$ cat src/logic/slgt_pkg.sv
// Package of constants and types for the speed loop gain tuning block
package slgt_pkg;

    // ****************************************
    // Register offsets
    // ****************************************
    localparam logic [15:0] SPEED_PROPORTIONAL_GAIN_OFS = 16'h0208;
    localparam logic [15:0] SPEED_INTEGRAL_GAIN_OFS     = 16'h020c;
    localparam logic [15:0] SPEED_FEEDFORWARD_GAIN_OFS  = 16'h020e;
    localparam logic [15:0] TUNING_MODE_SELECT_OFS      = 16'h0240;
    localparam logic [15:0] INERTIA_RATIO_OFS           = 16'h0300;
    localparam logic [15:0] STIFFNESS_BANDWIDTH_OFS     = 16'h0302;
    localparam logic [15:0] INERTIA_STABLE_FLAG_OFS     = 16'h0304;
    localparam logic [15:0] POSITION_GAIN_OFS           = 16'h0306;
    localparam logic [15:0] RESONANCE_LOWPASS_OFS       = 16'h0308;
    localparam logic [15:0] DISTURBANCE_REJECTION_OFS   = 16'h030a;

    // ****************************************
    // Reset values and legal maxima
    // ****************************************
    localparam logic [15:0] KP_RESET      = 16'h01f4;
    localparam logic [15:0] KI_RESET      = 16'h0064;
    localparam logic [15:0] KF_RESET      = 16'h0000;
    localparam logic [15:0] MODE_RESET    = 16'h0000;
    localparam logic [15:0] RATIO_RESET   = 16'h000a;
    localparam logic [15:0] BW_RESET      = 16'h0064;
    localparam logic [15:0] POS_RESET     = 16'h0023;
    localparam logic [15:0] LP_RESET      = 16'h0000;
    localparam logic [15:0] DR_RESET      = 16'h0000;
    localparam logic [15:0] KP_MAX        = 16'h1fff;
    localparam logic [15:0] KI_MAX        = 16'h03ff;
    localparam logic [15:0] KF_MAX        = 16'h0064;
    localparam logic [15:0] MODE_MAX      = 16'h0002;
    localparam logic [15:0] LP_MAX        = 16'h03e8;

    // ****************************************
    // Timing
    // ****************************************
    localparam longint CLK_HZ           = 20000000;
    localparam longint SAVE_INTERVAL_MIN = 30;
    localparam longint SAVE_INTERVAL_CYC = SAVE_INTERVAL_MIN * 60 * CLK_HZ;

    // ****************************************
    // Types
    // ****************************************
    typedef enum logic [1:0] {
        SLGT_MANUAL,
        SLGT_AUTO,
        SLGT_SEMI
    } slgt_mode_t;

    typedef struct packed {
        logic [15:0] kp;
        logic [15:0] ki;
        logic [15:0] kf;
    } slgt_gains_t;

    typedef struct packed {
        logic [15:0] position;
        logic [15:0] lowpass;
        logic [15:0] disturb;
    } slgt_aux_t;

endpackage

$ cat src/logic/slgt_top.sv
// Speed command selection and speed loop gain tuning controller
// Operation
// - Zero-speed mode forces speed command to zero
// - Analog mode passes analog input as command
// - Mode field: 0 manual, 1 auto, 2 semi
// - Manual mode uses user gains, no tuning
// - Auto mode saves inertia ratio every 30 minutes
// - Auto gains from bandwidth setting and inertia
// - Leaving auto modes stores inertia, sets gains
// - Auto to manual overwrites position, P, I gains
// - Semi to manual also overwrites filter parameters
// - Semi stable: flag one, stop, store inertia
// - Every semi entry restarts inertia estimation
// - Semi out of range: flag zero, resume
// - Proportional gain 16-bit, 0..8191, reset 500
// - Integral gain 16-bit, 0..1023, reset 100
// - Feed-forward gain percent, 0..100, reset 0
// - Auto mode keeps retuning gains from load
`timescale 1ns/1ns
`default_nettype none
module slgt_top
    import slgt_pkg::*;
#(
    parameter longint SAVE_CYCLES = SAVE_INTERVAL_CYC
) (
    // Clock and reset
    input  wire logic        core_clk_i,
    input  wire logic        srst_i,
    // Parameter access port
    input  wire logic        host_wr_i,
    input  wire logic        host_rd_i,
    input  wire logic [15:0] host_addr_i,
    input  wire logic [15:0] host_wdata_i,
    output logic      [15:0] host_rdata_o,
    // Speed command source
    input  wire logic        speed_select_low_i,
    input  wire logic        speed_select_high_i,
    input  wire logic [15:0] analog_speed_i,
    output logic      [15:0] speed_cmd_o,
    // Inertia estimator
    input  wire logic [15:0] inertia_est_i,
    input  wire logic        est_stable_i,
    input  wire logic        est_out_of_range_i,
    output logic             est_enable_o,
    output logic             est_restart_o,
    // Active loop gains
    output logic      [15:0] prop_gain_term_o,
    output logic      [15:0] integral_gain_term_o,
    output logic      [15:0] feedforward_gain_term_o,
    output logic      [15:0] position_gain_o,
    output logic      [15:0] resonance_lowpass_o,
    output logic      [15:0] disturbance_rejection_o
);

    // ****************************************
    // Helper functions
    // ****************************************

    // Saturate a wide value to a limit
    function automatic logic [15:0] sat(input logic [31:0] v, input logic [15:0] lim);
        sat = (v > {16'h0000, lim}) ? lim : v[15:0];
    endfunction

    // Gain scales with bandwidth times (1 + ratio/16)
    function automatic logic [31:0] scale(input logic [15:0] bw, input logic [15:0] ratio);
        logic [31:0] prod;
        prod  = {16'h0000, bw} * ({16'h0000, ratio} + 32'h0000_0010);
        scale = prod >> 4;
    endfunction

    // ****************************************
    // Registers
    // ****************************************
    slgt_gains_t user_gains_reg;
    slgt_aux_t   user_aux_reg;
    slgt_mode_t  mode_reg;
    logic [15:0] ratio_reg;
    logic [15:0] bw_reg;
    logic        stable_reg;
    logic [35:0] save_cnt_reg;
    logic [1:0]  sel_low_sync_reg;
    logic [1:0]  sel_high_sync_reg;
    logic [15:0] speed_cmd_reg;
    logic [15:0] rdata_reg;
    logic        restart_reg;
    logic        est_en_reg;
    slgt_gains_t act_gains_reg;
    slgt_aux_t   act_aux_reg;

    // ****************************************
    // Write decode, range checks on speed gains, mode and lowpass
    // ****************************************
    wire wr_kp    = host_wr_i && host_addr_i == SPEED_PROPORTIONAL_GAIN_OFS
                    && host_wdata_i <= KP_MAX;
    wire wr_ki    = host_wr_i && host_addr_i == SPEED_INTEGRAL_GAIN_OFS
                    && host_wdata_i <= KI_MAX;
    wire wr_kf    = host_wr_i && host_addr_i == SPEED_FEEDFORWARD_GAIN_OFS
                    && host_wdata_i <= KF_MAX;
    wire wr_mode  = host_wr_i && host_addr_i == TUNING_MODE_SELECT_OFS
                    && host_wdata_i <= MODE_MAX;
    wire wr_ratio = host_wr_i && host_addr_i == INERTIA_RATIO_OFS;
    wire wr_bw    = host_wr_i && host_addr_i == STIFFNESS_BANDWIDTH_OFS;
    wire wr_pos   = host_wr_i && host_addr_i == POSITION_GAIN_OFS;
    wire wr_lp    = host_wr_i && host_addr_i == RESONANCE_LOWPASS_OFS
                    && host_wdata_i <= LP_MAX;
    wire wr_dr    = host_wr_i && host_addr_i == DISTURBANCE_REJECTION_OFS;

    // Mode decode of the incoming value
    wire slgt_mode_t new_mode = (host_wdata_i[1:0] == 2'h1) ? SLGT_AUTO :
                                (host_wdata_i[1:0] == 2'h2) ? SLGT_SEMI : SLGT_MANUAL;
    wire to_manual  = wr_mode && new_mode == SLGT_MANUAL && mode_reg != SLGT_MANUAL;
    wire auto_to_m  = to_manual && mode_reg == SLGT_AUTO;
    wire semi_to_m  = to_manual && mode_reg == SLGT_SEMI;
    wire enter_semi = wr_mode && new_mode == SLGT_SEMI && mode_reg != SLGT_SEMI;

    // ****************************************
    // Tuned gain computation
    // ****************************************

    // Semi mode freezes on the stored ratio once stable
    wire [15:0] eff_inertia = (mode_reg == SLGT_SEMI && stable_reg) ? ratio_reg
                                                                   : inertia_est_i;
    wire [15:0] tuned_kp  = sat(scale(bw_reg, eff_inertia), KP_MAX);
    wire [15:0] tuned_ki  = sat({18'h00000, tuned_kp[15:2]}, KI_MAX);
    wire [15:0] tuned_pos = {1'b0, tuned_kp[15:1]};
    wire [15:0] tuned_lp  = sat({16'h0000, bw_reg}, LP_MAX);
    wire [15:0] tuned_dr  = {2'b00, tuned_kp[15:2]};

    // Gains used by the loop: all user values in manual mode, user kf in every mode
    wire slgt_gains_t act_gains_next =
        (mode_reg == SLGT_MANUAL) ? user_gains_reg :
        slgt_gains_t'{kp: tuned_kp, ki: tuned_ki, kf: user_gains_reg.kf};
    wire slgt_aux_t act_aux_next =
        (mode_reg == SLGT_MANUAL) ? user_aux_reg :
        (mode_reg == SLGT_AUTO)   ? slgt_aux_t'{position: tuned_pos,
                                                lowpass:  user_aux_reg.lowpass,
                                                disturb:  user_aux_reg.disturb} :
        slgt_aux_t'{position: tuned_pos, lowpass: tuned_lp, disturb: tuned_dr};

    // ****************************************
    // Periodic ratio save in auto mode
    // ****************************************
    wire save_tick = (mode_reg == SLGT_AUTO) && (save_cnt_reg == 36'(SAVE_CYCLES - 1));

    always_ff @(posedge core_clk_i) begin
        if (srst_i || mode_reg != SLGT_AUTO || save_tick) begin
            save_cnt_reg <= 36'h0_0000_0000;
        end else begin
            save_cnt_reg <= save_cnt_reg + 36'h0_0000_0001;
        end
    end

    // ****************************************
    // Semi mode stability tracking
    // ****************************************
    wire semi_lock = mode_reg == SLGT_SEMI && !stable_reg && est_stable_i && !enter_semi;
    wire semi_lost = mode_reg == SLGT_SEMI && stable_reg && est_out_of_range_i;

    // Stable flag; restart on entry clears it
    always_ff @(posedge core_clk_i) begin
        if (srst_i || enter_semi) begin
            stable_reg <= 1'b0;
        end else if (semi_lock) begin
            stable_reg <= 1'b1;
        end else if (semi_lost) begin
            stable_reg <= 1'b0;
        end
    end

    // Inertia ratio; hardware saves win over a host write
    always_ff @(posedge core_clk_i) begin
        if (srst_i) begin
            ratio_reg <= RATIO_RESET;
        end else if (to_manual || save_tick || semi_lock) begin
            ratio_reg <= (to_manual && mode_reg == SLGT_SEMI && stable_reg) ? ratio_reg
                                                                           : inertia_est_i;
        end else if (wr_ratio) begin
            ratio_reg <= host_wdata_i;
        end
    end

    // ****************************************
    // Mode and user parameters
    // ****************************************
    always_ff @(posedge core_clk_i) begin
        if (srst_i) begin
            mode_reg <= SLGT_MANUAL;
            bw_reg   <= BW_RESET;
        end else begin
            if (wr_mode) begin
                mode_reg <= new_mode;
            end
            if (wr_bw) begin
                bw_reg <= host_wdata_i;
            end
        end
    end

    // Speed loop gains; leaving auto modes copies tuned values in
    always_ff @(posedge core_clk_i) begin
        if (srst_i) begin
            user_gains_reg <= '{kp: KP_RESET, ki: KI_RESET, kf: KF_RESET};
        end else if (to_manual) begin
            user_gains_reg.kp <= tuned_kp;
            user_gains_reg.ki <= tuned_ki;
        end else begin
            if (wr_kp) user_gains_reg.kp <= host_wdata_i;
            if (wr_ki) user_gains_reg.ki <= host_wdata_i;
            if (wr_kf) user_gains_reg.kf <= host_wdata_i;
        end
    end

    // Position gain and filter parameters
    always_ff @(posedge core_clk_i) begin
        if (srst_i) begin
            user_aux_reg <= '{position: POS_RESET, lowpass: LP_RESET, disturb: DR_RESET};
        end else if (auto_to_m) begin
            user_aux_reg.position <= tuned_pos;
        end else if (semi_to_m) begin
            user_aux_reg <= '{position: tuned_pos, lowpass: tuned_lp, disturb: tuned_dr};
        end else begin
            if (wr_pos) user_aux_reg.position <= host_wdata_i;
            if (wr_lp)  user_aux_reg.lowpass  <= host_wdata_i;
            if (wr_dr)  user_aux_reg.disturb  <= host_wdata_i;
        end
    end

    // ****************************************
    // Estimator control and active gains
    // ****************************************
    always_ff @(posedge core_clk_i) begin
        if (srst_i) begin
            est_en_reg    <= 1'b0;
            restart_reg   <= 1'b0;
            act_gains_reg <= '{kp: KP_RESET, ki: KI_RESET, kf: KF_RESET};
            act_aux_reg   <= '{position: POS_RESET, lowpass: LP_RESET, disturb: DR_RESET};
        end else begin
            est_en_reg    <= mode_reg == SLGT_AUTO
                             || (mode_reg == SLGT_SEMI && !stable_reg);
            restart_reg   <= enter_semi;
            act_gains_reg <= act_gains_next;
            act_aux_reg   <= act_aux_next;
        end
    end

    // ****************************************
    // Speed command source
    // ****************************************

    // Select pins are asynchronous, two stages each
    always_ff @(posedge core_clk_i) begin
        if (srst_i) begin
            sel_low_sync_reg  <= 2'h0;
            sel_high_sync_reg <= 2'h0;
        end else begin
            sel_low_sync_reg  <= {sel_low_sync_reg[0], speed_select_low_i};
            sel_high_sync_reg <= {sel_high_sync_reg[0], speed_select_high_i};
        end
    end

    // Both selects open picks zero speed, otherwise analog
    wire zero_speed_mode = !sel_low_sync_reg[1] && !sel_high_sync_reg[1];
    wire [15:0] internal_cmd_one = zero_speed_mode ? 16'h0000 : analog_speed_i;

    always_ff @(posedge core_clk_i) begin
        if (srst_i) begin
            speed_cmd_reg <= 16'h0000;
        end else begin
            speed_cmd_reg <= internal_cmd_one;
        end
    end

    // ****************************************
    // Read path
    // ****************************************
    logic [15:0] rdata_next;

    // Unmapped offsets read as zero
    always_comb begin
        if (host_addr_i == SPEED_PROPORTIONAL_GAIN_OFS) begin
            rdata_next = user_gains_reg.kp;
        end else if (host_addr_i == SPEED_INTEGRAL_GAIN_OFS) begin
            rdata_next = user_gains_reg.ki;
        end else if (host_addr_i == SPEED_FEEDFORWARD_GAIN_OFS) begin
            rdata_next = user_gains_reg.kf;
        end else if (host_addr_i == TUNING_MODE_SELECT_OFS) begin
            rdata_next = {14'h0000, mode_reg};
        end else if (host_addr_i == INERTIA_RATIO_OFS) begin
            rdata_next = ratio_reg;
        end else if (host_addr_i == STIFFNESS_BANDWIDTH_OFS) begin
            rdata_next = bw_reg;
        end else if (host_addr_i == INERTIA_STABLE_FLAG_OFS) begin
            rdata_next = {15'h0000, stable_reg};
        end else if (host_addr_i == POSITION_GAIN_OFS) begin
            rdata_next = user_aux_reg.position;
        end else if (host_addr_i == RESONANCE_LOWPASS_OFS) begin
            rdata_next = user_aux_reg.lowpass;
        end else if (host_addr_i == DISTURBANCE_REJECTION_OFS) begin
            rdata_next = user_aux_reg.disturb;
        end else begin
            rdata_next = 16'h0000;
        end
    end

    // Data held until the next read
    always_ff @(posedge core_clk_i) begin
        if (srst_i) begin
            rdata_reg <= 16'h0000;
        end else if (host_rd_i) begin
            rdata_reg <= rdata_next;
        end
    end

    // ****************************************
    // Outputs
    // ****************************************
    assign host_rdata_o            = rdata_reg;
    assign speed_cmd_o             = speed_cmd_reg;
    assign est_enable_o            = est_en_reg;
    assign est_restart_o           = restart_reg;
    assign prop_gain_term_o        = act_gains_reg.kp;
    assign integral_gain_term_o    = act_gains_reg.ki;
    assign feedforward_gain_term_o = act_gains_reg.kf;
    assign position_gain_o         = act_aux_reg.position;
    assign resonance_lowpass_o     = act_aux_reg.lowpass;
    assign disturbance_rejection_o = act_aux_reg.disturb;

endmodule
`default_nettype wire

$ cat config.mk
export PLATFORM = sky130hd
export DESIGN_NAME = slgt_top
export DESIGN_NICKNAME = d
export VERILOG_FILES = /design/src/logic/slgt_pkg.sv /design/src/logic/slgt_top.sv
export SDC_FILE = /design/constraint.sdc
export NUM_CORES = 1
export LEC_CHECK = 0
export ABC_AREA = 1
export BUFFER_PORTS_ARGS = -buffer_cell sky130_fd_sc_hd__buf_2
export CAP_MARGIN = 40
export CORE_MARGIN = 2
export CORE_UTILIZATION = 55
export DETAILED_ROUTE_END_ITERATION = 12
export PLACE_DENSITY = 0.72
export SLEW_MARGIN = 0
export SYNTH_ARGS = -nofsm -noshare
export SYNTH_HDL_FRONTEND = slang
export SYNTH_SLANG_ARGS = --single-unit
$ cat constraint.sdc
create_clock -name core_clk_i -period 24.2 [get_ports core_clk_i]
set_clock_uncertainty 0.2 [all_clocks]
set_input_delay 2.42 -clock core_clk_i [delete_from_list [all_inputs] [get_ports core_clk_i]]
set_output_delay 2.42 -clock core_clk_i [all_outputs]
set_load 0.01 [all_outputs]
After elaboration in Yosys (flattened, before gate mapping)
Index checks and enable logic that the tools add are counted.
Widths: inputs -> output; s select.
{"block": "word_totals", "regBits": 301, "latchBits": 0, "ram_bits": 0, "romBits": 0, "in_bits": 72, "output_inout_bits": 130, "word_cells": 142, "n_memories": 0}
{"block": "classes", "add_sub_neg": 2, "n_mul": 1, "n_div": 0, "order_cmp": 8, "eq_ne": 19, "n_shift": 0, "muxes": 32, "bitwise": 2, "reduce_logical": 54}
{"op": "$mux 16", "count": 20}
{"op": "$eq 16x10->1 const B", "count": 10}
{"op": "$mux 48", "count": 2}
{"op": "$mux 32", "count": 2}
{"op": "$mux 47", "count": 1}
{"op": "$add 36x1->36 const B", "count": 1}
{"op": "$eq 36x36->1 const B", "count": 1}
{"op": "$le 16x10->1 const B", "count": 2}
{"op": "$mul 16x17->32", "count": 1}
{"op": "$mux 15", "count": 2}
{"op": "$gt 28x13->1 const B", "count": 1}
{"op": "$logic_and 1x1->1", "count": 28}
{"op": "$add 16x5->17 const B", "count": 1}
{"op": "$gt 16x10->1 const B", "count": 1}
{"op": "$le 16x13->1 const B", "count": 1}
{"op": "$le 16x2->1 const B", "count": 1}
{"op": "$le 16x7->1 const B", "count": 1}
{"op": "$gt 14x10->1 const B", "count": 1}
{"op": "$mux 14", "count": 1}
{"op": "$reduce_bool 2->1", "count": 7}
{"op": "$reduce_and 2->1", "count": 4}
{"op": "$eq 2x2->1 const B", "count": 3}
{"op": "$logic_or 1x1->1", "count": 6}
{"op": "$eq 2x1->1 const B", "count": 2}
{"op": "10 further kinds", "count": 18}

Depth between registers and ports, before layout
Gate-level depths: netlist of run 1.
{"block": "depth", "ltp_word": 11, "mapped_depth": 47, "depth_no_buf": 45}

Worst setup path before layout of run 1
No wires, ideal clock.
{"block": "synth_path", "path_kind": "input to register", "startpoint": "input inertia_est_i[4]", "endpoint": "register act_gains_reg (netlist bit integral_gain_term_o[5])", "setup_ps": 134, "arrival_time_ps": 9298, "t_required_ps": 23866, "slack_ps": 14568, "stages": 35, "n_path_buf": 3, "cell_sequence": "nand2_1 > nand2_1 > clkbuf_1 > ha_1 > nand3_1 > nor2_2 > nand3_1 > o21ai_0 > and2_0 > clkbuf_1 > nand2_1 > fa_1 > fa_1 > fa_1 > inv_1 > fa_1 > fa_1 > inv_1 > fa_1 > inv_1 > ha_1 > a21oi_1 > a21boi_0 > o21ai_0 > a21oi_1 > nand2_1 > nand2_1 > nand2_1 > nor2_1 > inv_1 > nor2_8 > nand4_4 > buf_6 > nor2_1 > a22oi_1"}
{"block": "synth_via", "elab_chain_cells": 8}
{"element": "start: declaration", "line_no": "slgt_top.sv:41", "rtl": "input wire logic [15:0] inertia_est_i,"}
{"element": "$mux 16 (*)", "line_no": "slgt_top.sv:121", "rtl": "wire [15:0] eff_inertia = (mode_reg == SLGT_SEMI && stable_reg) ? ratio_reg"}
{"element": "$add 16x5->17 (*)", "line_no": "slgt_top.sv:67", "rtl": "prod = {16'h0000, bw} * ({16'h0000, ratio} + 32'h0000_0010);"}
{"element": "$mul 16x17->32 (*)", "line_no": "slgt_top.sv:67"}
{"element": "$gt 28x13->1", "line_no": "slgt_top.sv:61", "rtl": "sat = (v > {16'h0000, lim}) ? lim : v[15:0];"}
{"element": "$mux 16 (*)", "line_no": "slgt_top.sv:61"}
{"element": "$gt 14x10->1", "line_no": "slgt_top.sv:61"}
{"element": "$mux 14 (*)", "line_no": "slgt_top.sv:61"}
{"element": "$mux 48 (*)", "line_no": "slgt_top.sv:131", "rtl": "(mode_reg == SLGT_MANUAL) ? user_gains_reg :"}
{"element": "end signal: assignment", "line_no": "slgt_top.sv:235", "rtl": "act_gains_reg <= '{kp: KP_RESET, ki: KI_RESET, kf: KF_RESET};"}
{"element": "end signal: assignment", "line_no": "slgt_top.sv:241", "rtl": "act_gains_reg <= act_gains_next;"}
{"element": "end: declaration", "line_no": "slgt_top.sv:87", "rtl": "slgt_gains_t act_gains_reg;"}
Every way passes the cells marked *; elsewhere a longest branch is shown, timed or not.
A chain may end at the register's enable or synchronous reset.

Worst setup path in the final report of run 1
{"block": "layout_path", "startpoint": "input inertia_est_i[4]", "endpoint": "register user_gains_reg[17] (netlist bit)"}
{"block": "layout_via", "elab_chain_cells": 8}
{"element": "$mux 16 (*)", "line_no": "slgt_top.sv:121"}
{"element": "$add 16x5->17 (*)", "line_no": "slgt_top.sv:67"}
{"element": "$mul 16x17->32 (*)", "line_no": "slgt_top.sv:67"}
{"element": "$gt 28x13->1", "line_no": "slgt_top.sv:61"}
{"element": "$mux 16 (*)", "line_no": "slgt_top.sv:61"}
{"element": "$gt 14x10->1", "line_no": "slgt_top.sv:61"}
{"element": "$mux 14 (*)", "line_no": "slgt_top.sv:61"}
{"element": "$mux 32 (*)", "line_no": "slgt_top.sv:203", "rtl": "end else if (to_manual) begin"}
{"element": "end signal: assignment", "line_no": "slgt_top.sv:202", "rtl": "user_gains_reg <= '{kp: KP_RESET, ki: KI_RESET, kf: KF_RESET};"}
{"element": "end: declaration", "line_no": "slgt_top.sv:74", "rtl": "slgt_gains_t user_gains_reg;"}
Marks and branches as above.

==> out/metrics.json, run 1 <==
{
  "run_status": {
    "run_status": "finished clean"
  },
  "cts": {
    "cts_setup_buffers": 0,
    "ctsRootBufferMaster": "sky130_fd_sc_hd__clkbuf_16",
    "post_cts.resized_instances": 0,
    "clkSinkCount": 301,
    "tritoncts": "yes",
    "htreeDepth": 1,
    "cts_made_buffers": 31,
    "worst_skew_pair.late_latency_ns": 0.58,
    "cts.hold.buffers_added": 0,
    "cts-root-to-sink-buffers": 3,
    "clkTransAtPathRegs_ns": 0.07
  },
  "floorplan": {
    "rows": 73,
    "floorplan.die.height_um": 204,
    "core_area_um2": 39700,
    "die_w_um": 204,
    "initial_utilization_pct": 55.6,
    "io-pin-count": 202,
    "die_area_um2": 41800
  },
  "finish": {
    "final_layout_size_suffix_gt1_share_pct": 10.7,
    "layout.cell_area.non_filler_um2": 24700,
    "area_growth_syn_to_layout_pct": 11.7,
    "final_cell_count_no_fill": 3679,
    "design.final.nets": 3510
  },
  "synth": {
    "synthMostInstantiatedCell": "sky130_fd_sc_hd__nand2_1",
    "synth_edf_count": 0,
    "post_synth_xor_area_fraction_pct": 1.11,
    "syn_inst": 2984,
    "synth_warnings": 0,
    "synth_fp_nets": 3366,
    "synth_simple_gate_area_share_pct": 23.3,
    "synth-async-reset-ratio_pct": 0,
    "netlist.area_leader.share_pct": 27.3,
    "combinational_family_with_the_most_area_after_synthesis": "adder cells",
    "postSynth.topFlopCell": "sky130_fd_sc_hd__dfxtp_1",
    "post-synth-top-area-cell": "sky130_fd_sc_hd__dfxtp_1",
    "synth.area.mux_share_pct": 0,
    "synthesis.area_um2": 22100,
    "seq_area_frac_synth_pct": 27.3,
    "post_synthesis_share_of_cell_area_spent_on_full_adders_half_adders_and_majority_gates_pct": 24.6,
    "synthDistinctLibCells": 56,
    "post_synth_main_area_contributors": "sky130_fd_sc_hd__dfxtp_1 (27%), sky130_fd_sc_hd__fa_1 (19%), sky130_fd_sc_hd__nand2_1 (10%), sky130_fd_sc_hd__inv_1 (9.4%), sky130_fd_sc_hd__nor2_1 (6.0%)",
    "synth_common_cells": "sky130_fd_sc_hd__nand2_1 (590), sky130_fd_sc_hd__inv_1 (552), sky130_fd_sc_hd__nor2_1 (351)",
    "postSynthRegisterBits": 301,
    "synthesized_area_per_cell_um2": 7.41,
    "synth_compound_area_share_pct": 11.9
  },
  "power_and_ir_drop": {
    "peakVddDrop_mv": 0.0566,
    "powerDensity_nw_per_um2": 55.1,
    "p_leak_nw": 11.9
  },
  "timing": {
    "setup_total_negative_slack_ns": 0,
    "finalHoldViolations": 0,
    "tightestPinTransition_ns": 0.974,
    "rsz0062_at_grt": "no",
    "maxSlewViolCount": 0,
    "final_cycle_share_pct": 45.4,
    "achievable_freq_ghz": 0.0911,
    "slew-limit-headroom_pct": 35.0,
    "whs_ns": 0.231,
    "period_minus_slack_ns": 10.98,
    "endpoints_failing_setup": 0
  },
  "grt": {
    "grt_pass1_vias": 21200,
    "grt_first_pass_wirelength_um": 122000,
    "groute.usage.overall_pct": 38.5,
    "gr-total-overflow": 0,
    "grt_max_degree": 75,
    "antenna_found_initial": 3
  },
  "placement": {
    "place.gp.congestion": 1.05,
    "place.detailed.instances": 3619,
    "placement.io_buffers": 201,
    "detailed_place_hpwl_um": 62600,
    "detailed_place.area_um2": 23500
  },
  "critical_path": {
    "timing.reg2reg.setup_slack_ns": 13.57,
    "path_max_fanout": 15,
    "max_stage_delay_ns": 0.70,
    "crit_type": "in2reg",
    "worstPathRequired_ns": 24.44,
    "worstPathArrival_ns": 11.22,
    "worst_setup_path_end_kind": "flop",
    "kind_of_launch_point_of_the_worst_setup_path": "input port",
    "slowest_cell_on_the_critical_path": "sky130_fd_sc_hd__and2_0"
  },
  "detailed_routing": {
    "drt-initial-drc-count": 2222,
    "route.antenna.remaining_nets": 0,
    "average_detailed_routed_wire_length_per_instance_um": 21.7,
    "detailroute.via_count": 21400,
    "postRouteWirelength_um": 79800,
    "route.detailed.vias_per_inst": 5.81,
    "route.detailed.drc": 0,
    "drt_pass1_iterations": 7
  },
  "min_path": {
    "worst_hold_path_type": "reg2reg"
  },
  "flow_run": {
    "cap_viol_max_count": 0
  }
}
[path summary, 6_finish.rpt]
check	start	end	cells past startpoint
min	sel_high_sync_reg[0]	sel_high_sync_reg[1]	2
max	inertia_est_i[4]	user_gains_reg[17]	39
max reg2reg	mode_reg[1]	user_gains_reg[17]	40
min reg2reg	sel_high_sync_reg[0]	sel_high_sync_reg[1]	2
[through the flow]
step / total power [mW] / utilization (%) / worst slack, ns
after floorplan: 0.717 / - / 14.57
after global placement: 0.822 / 58.9 / 12.74
after detailed placement: 0.824 / 59.1 / 12.69
after CTS: 1.35 / 62.0 / 13.26
after global routing: 1.41 / 62.1 / 12.55
final: 1.36 / 62.1 / 13.22
[report_power, final]
group | switching (mW) | total [mW] | internal [mW]
logic | 0.226 | 0.324 | 0.0977
registers | 0.000253 | 0.497 | 0.496
clock network | 0.210 | 0.539 | 0.329
total | 0.437 | 1.36 | 0.923
[per-layer routing]
| metal | global-route usage, % | vias to the layer above | wire length [µm] |
|---|---|---|---|
| met5 | 0 | - | 30 |
| met4 | 23.8 | 4 | 5810 |
| met3 | 7.76 | 321 | 7990 |
| met2 | 61.5 | 1276 | 35800 |
| met1 | 47.9 | 10100 | 30100 |
| li1 | - | 9655 | - |
[critical path, delay by kind of cell]
family | cells | cell delay, ns
compound gates | 2 | 0.31
fa+ha+maj | 8 | 3.45
buf+inv | 9 | 0.96
simple gates | 20 | 4.03
[final cells by class]
| type | count | area, µm² |
|---|---|---|
| Inverter | 578 | 2170 |
| Multi-Input combinational cell | 1995 | 13500 |
| Fill cell | 3633 | 15100 |
| Timing Repair Buffer | 221 | 1200 |
| Tap cell | 525 | 657 |
| Antenna cell | 1 | 2.50 |
| Clock buffer | 39 | 866 |
| Sequential cell | 301 | 6030 |
| Clock inverter | 19 | 293 |
[cells in the final DEF, fill, tap and decap left out, types with 6 or more instances in the layout]
cell / n
sky130_fd_sc_hd__o2111ai_1: 31
sky130_fd_sc_hd__xnor2_1: 15
sky130_fd_sc_hd__inv_1: 551
sky130_fd_sc_hd__o21ai_1: 23
sky130_fd_sc_hd__nor2_2: 6
sky130_fd_sc_hd__clkinv_2: 6
sky130_fd_sc_hd__buf_4: 15
sky130_fd_sc_hd__dfxtp_1: 301
sky130_fd_sc_hd__nand2_1: 590
sky130_fd_sc_hd__fa_1: 207
sky130_fd_sc_hd__xor2_1: 13
sky130_fd_sc_hd__nand3_2: 7
sky130_fd_sc_hd__nand4_1: 39
sky130_fd_sc_hd__clkbuf_16: 31
sky130_fd_sc_hd__nand2_2: 12
sky130_fd_sc_hd__inv_2: 9
sky130_fd_sc_hd__nor2_1: 351
sky130_fd_sc_hd__o22ai_1: 33
sky130_fd_sc_hd__a211oi_1: 17
sky130_fd_sc_hd__nand3_1: 86
sky130_fd_sc_hd__o211ai_1: 10
sky130_fd_sc_hd__o21bai_1: 13
sky130_fd_sc_hd__a21oi_1: 139
sky130_fd_sc_hd__a31oi_1: 18
sky130_fd_sc_hd__or2_2: 12
sky130_fd_sc_hd__nor3_1: 56
sky130_fd_sc_hd__nor3b_1: 10
sky130_fd_sc_hd__clkbuf_8: 6
sky130_fd_sc_hd__o21ai_0: 147
sky130_fd_sc_hd__clkinv_1: 18
sky130_fd_sc_hd__ha_1: 103
sky130_fd_sc_hd__bufinv_16: 7
sky130_fd_sc_hd__o221ai_1: 6
sky130_fd_sc_hd__buf_2: 201
sky130_fd_sc_hd__nor4_1: 10
[cells by family (layout without fill, tap and decap cells)]
group,Yosys count,count (layout)
other,0,1
AOI/OAI and AO/OA,453,453
DFF,301,301
buffers and inverters,688,857
xor gates and xnor gates,28,28
and+or+nand+nor,1204,1204
adders and majority gates,310,310
Note: power is estimated with default switching activity, not from simulation.
==> inputs of run 2 (changes only) <==
- ABC_AREA: 1 -> 0
- clock period: 24.2 -> 11.3 ns (I/O delays scaled with it)
==> run 2 against run 1 <==
Compared with the run above: combinational power rose by 130%; first-iteration DRC count fell by 13%; clock power grew 77%; count of clock-buffer cells in the layout shrank 2; wire length decreased by 8.6%; setup slack lost 12 ns; largest cell class unchanged.
==> out/metrics.json, run 2 <==
{
  "run_status": {
    "run_status": "finished clean"
  },
  "placement": {
    "detailed_place_hpwl": {"value": 54900, "unit": "µm", "change": "-12%"},
    "preCtsSetupSlack": {"value": 0.706, "unit": "ns", "change": "-11.98 ns"},
    "place.gp.congestion": {"value": 0.989, "change": "-5.9%"},
    "detailed_place.area": {"value": 23200, "unit": "µm²", "change": "-1.1%"},
    "placement.io_buffers": {"value": 201, "change": "unchanged"}
  },
  "timing": {
    "period_minus_slack_ns": 10.36,
    "finalHoldViolations": {"value": 0, "change": "unchanged"},
    "maxSlewViolCount": {"value": 0, "change": "unchanged"},
    "setup_slack": {"value": 0.943, "unit": "ns", "change": "-12.28 ns"},
    "achievable_freq_ghz": 0.0966,
    "final_cycle_share_pct": 91.7,
    "setup_total_negative_slack": {"value": 0, "unit": "ns", "change": "unchanged"},
    "rsz0062_at_grt": "no",
    "endpoints_failing_setup": {"value": 0, "change": "unchanged"},
    "tightestPinTransition": {"value": 0.931, "unit": "ns", "change": "-0.0437 ns"},
    "whs": {"value": 0.247, "unit": "ns", "change": "+0.0160 ns"},
    "slew-limit-headroom": {"value": 37.5, "unit": "%", "change": "+2.6 points"}
  },
  "critical_path": {
    "kind_of_launch_point_of_the_worst_setup_path": "flop",
    "worst_setup_path_end_kind": "flop",
    "path_max_fanout": {"value": 19, "change": "+4"},
    "worstPathArrival": {"value": 10.58, "unit": "ns", "change": "-0.64 ns"},
    "slowest_cell_on_the_critical_path": "sky130_fd_sc_hd__or3_1",
    "crit_type": "reg2reg",
    "max_stage_delay": {"value": 0.66, "unit": "ns", "change": "-0.04 ns"},
    "worstPathRequired": {"value": 11.52, "unit": "ns", "change": "-12.92 ns"},
    "worst_path_most_repeated_cell": "sky130_fd_sc_hd__fa_1"
  },
  "synth": {
    "post_synthesis_share_of_cell_area_spent_on_full_adders_half_adders_and_majority_gates": {"value": 25.1, "unit": "%", "change": "+0.54 points"},
    "synth_compound_area_share": {"value": 12.7, "unit": "%", "change": "+0.88 points"},
    "synth_fp_nets": {"value": 2900, "change": "-14%"},
    "synth.area.mux_share": {"value": 2.45, "unit": "%", "change": "+2.4 points"},
    "synthesis.area": {"value": 21600, "unit": "µm²", "change": "-2.2%"},
    "synthMostInstantiatedCell": "sky130_fd_sc_hd__nand2_1",
    "synthesized_area_per_cell": {"value": 8.59, "unit": "µm²", "change": "+16%"},
    "postSynth.topFlopCell": "sky130_fd_sc_hd__dfxtp_1",
    "seq_area_frac_synth": {"value": 27.9, "unit": "%", "change": "+0.60 points"},
    "synth_warnings": {"value": 0, "change": "unchanged"},
    "post-synth-top-area-cell": "sky130_fd_sc_hd__dfxtp_1",
    "synth-async-reset-ratio": {"value": 0, "unit": "%", "change": "unchanged"},
    "synthDistinctLibCells": {"value": 81, "change": "+45%"},
    "synth_simple_gate_area_share": {"value": 21.2, "unit": "%", "change": "-2.1 points"},
    "syn_inst": {"value": 2518, "change": "-16%"},
    "netlist.area_leader.share": {"value": 27.9, "unit": "%", "change": "+0.60 points"},
    "combinational_family_with_the_most_area_after_synthesis": "adder cells",
    "synth_common_cells": "sky130_fd_sc_hd__nand2_1 (344), sky130_fd_sc_hd__dfxtp_1 (301), sky130_fd_sc_hd__inv_1 (272)",
    "post_synth_xor_area_fraction": {"value": 3.00, "unit": "%", "change": "+1.9 points"},
    "post_synth_main_area_contributors": "sky130_fd_sc_hd__dfxtp_1 (28%), sky130_fd_sc_hd__fa_1 (19%), sky130_fd_sc_hd__nand2_1 (6.0%), sky130_fd_sc_hd__ha_1 (6.0%), sky130_fd_sc_hd__and2_1 (4.9%)",
    "synth_edf_count": {"value": 0, "change": "unchanged"},
    "postSynthRegisterBits": {"value": 301, "change": "unchanged"}
  },
  "floorplan": {
    "rows": {"value": 72, "change": "-1.4%"},
    "io-pin-count": {"value": 202, "change": "unchanged"},
    "die_area": {"value": 40900, "unit": "µm²", "change": "-2.1%"},
    "initial_utilization": {"value": 55.8, "unit": "%", "change": "+0.19 points"},
    "die_w": {"value": 202, "unit": "µm", "change": "-1.1%"},
    "core_area": {"value": 38700, "unit": "µm²", "change": "-2.5%"},
    "floorplan.die.height": {"value": 202, "unit": "µm", "change": "-1.1%"}
  },
  "detailed_routing": {
    "average_detailed_routed_wire_length_per_instance": {"value": 22.8, "unit": "µm", "change": "+5.3%"},
    "route.detailed.drc": {"value": 0, "change": "unchanged"},
    "drt_pass1_iterations": {"value": 8, "change": "+1"},
    "postRouteWirelength": {"value": 72900, "unit": "µm", "change": "-8.6%"},
    "route.antenna.remaining_nets": {"value": 0, "change": "unchanged"},
    "route.detailed.vias_per_inst": {"value": 6.03, "change": "+3.8%"},
    "detailroute.via_count": {"value": 19200, "change": "-10%"},
    "drt-initial-drc-count": {"value": 1938, "change": "-13%"}
  },
  "cts": {
    "cts_setup_buffers": {"value": 0, "change": "unchanged"},
    "cts_made_buffers": {"value": 28, "change": "-9.7%"},
    "worst_skew_pair.late_latency": {"value": 0.57, "unit": "ns", "change": "about the same"},
    "clkSinkCount": {"value": 301, "change": "unchanged"},
    "htreeDepth": {"value": 1, "change": "unchanged"},
    "post_cts.resized_instances": {"value": 0, "change": "unchanged"},
    "tritoncts": "yes",
    "cts-root-to-sink-buffers": {"value": 3, "change": "unchanged"},
    "ctsRootBufferMaster": "sky130_fd_sc_hd__clkbuf_16",
    "clkTransAtPathRegs": {"value": 0.07, "unit": "ns", "change": "about the same"},
    "cts.hold.buffers_added": {"value": 0, "change": "unchanged"}
  },
  "grt": {
    "grt_pass1_vias": {"value": 19200, "change": "-9.4%"},
    "groute.usage.overall": {"value": 35.8, "unit": "%", "change": "-2.7 points"},
    "grt_first_pass_wirelength": {"value": 113000, "unit": "µm", "change": "-7.2%"},
    "gr-total-overflow": {"value": 0, "change": "unchanged"},
    "antenna_found_initial": {"value": 0, "change": "-3"},
    "grt_max_degree": {"value": 67, "change": "-11%"}
  },
  "power_and_ir_drop": {
    "p_leak": {"value": 10.9, "unit": "nW", "change": "-8.0%"},
    "powerDensity": {"value": 115, "unit": "nW/µm²", "change": "+110%"},
    "peakVddDrop": {"value": 0.0953, "unit": "mV", "change": "+68%"}
  },
  "finish": {
    "final_layout_size_suffix_gt1_share": {"value": 12.6, "unit": "%", "change": "+1.9 points"},
    "final_common_cell": "sky130_fd_sc_hd__nand2_1",
    "design.final.nets": {"value": 3034, "change": "-14%"},
    "most_frequent_cells_in_the_layout": "sky130_fd_sc_hd__nand2_1 (344), sky130_fd_sc_hd__dfxtp_1 (300), sky130_fd_sc_hd__inv_1 (272)",
    "diodes": {"value": 0, "change": "-1"},
    "layout.cell_area.non_filler": {"value": 24200, "unit": "µm²", "change": "-2.1%"},
    "fill_cells": {"value": 3391, "change": "-6.7%"},
    "area_growth_syn_to_layout": {"value": 11.7, "unit": "%", "change": "about the same"}
  },
  "min_path": {
    "worst_hold_path_type": "reg2reg"
  },
  "flow_run": {
    "cap_viol_max_count": {"value": 0, "change": "unchanged"}
  }
}
-- run 2: final cells by class --
class / instances / area, µm² / share of cell area [%]
Clock buffer: 37 / 764 / 3.16
Sequential cell: 301 / 6030 / 24.9
Timing Repair Buffer: 258 / 1560 / 6.47
Multi-Input combinational cell: 1790 / 14000 / 57.8
Inverter: 273 / 1020 / 4.24
Clock inverter: 15 / 155 / 0.642
Tap cell: 518 / 648 / 2.68
-- run 2: stage by stage --
| stage | util, % | instances | power (mW) |
|---|---|---|---|
| 4_1_cts | 62.4 | 3192 | 2.77 |
| 5_1_grt | 62.4 | 3192 | 2.91 |
| 6_report | 62.4 | 3192 | 2.78 |
| 3_5_place_dp | 60.0 | 3140 | 1.83 |
| 2_1_floorplan | - | 2518 | 1.59 |
| 3_3_place_gp | 59.3 | 3121 | 1.82 |
-- run 2: critical path, delay by kind of cell (launching register included) --
kind	cells	cell delay, ns
DFF	1	0.32
adders and majority gates	7	3.43
xor gates and xnor gates	1	0.38
AOI/OAI and AO/OA	8	2.19
buffers and inverters	5	0.66
and+or+nand+nor	8	2.85
muxes	1	0.17
-- run 2: layer usage --
metal	vias up	track usage (%)	share of wire [%]
met3	295	5.34	8.8
met5	-	0	0
met2	1109	57.2	45
li1	8592	-	-
met4	0	21.9	7.4
met1	9253	45.9	39
-- run 2: cell families after synthesis --
group / count (synthesis)
adders and majority gates: 310
muxes: 52
xor gates and xnor gates: 74
buffers and inverters: 427
DFF: 301
and+or+nand+nor: 954
AOI/OAI and AO/OA: 400
-- run 2: power by group --
| part | internal [mW] | leakage (nW) | switching (mW) |
|---|---|---|---|
| registers | 1.07 | 2.43 | 0.00265 |
| logic | 0.245 | 8.04 | 0.514 |
| clock network | 0.527 | 0.451 | 0.427 |
| total | 1.84 | 10.9 | 0.943 |
-- run 2: path summary, 6_finish.rpt --
check,start,to,slack [ns],cells after the start
worst max-delay path,mode_reg[0],prop_gain_term_o[0],0.94,30
worst min-delay path,sel_low_sync_reg[0],sel_low_sync_reg[1],0.25,1
worst min register to register,sel_low_sync_reg[0],sel_low_sync_reg[1],0.25,1
worst max register to register,mode_reg[0],prop_gain_term_o[0],0.94,30
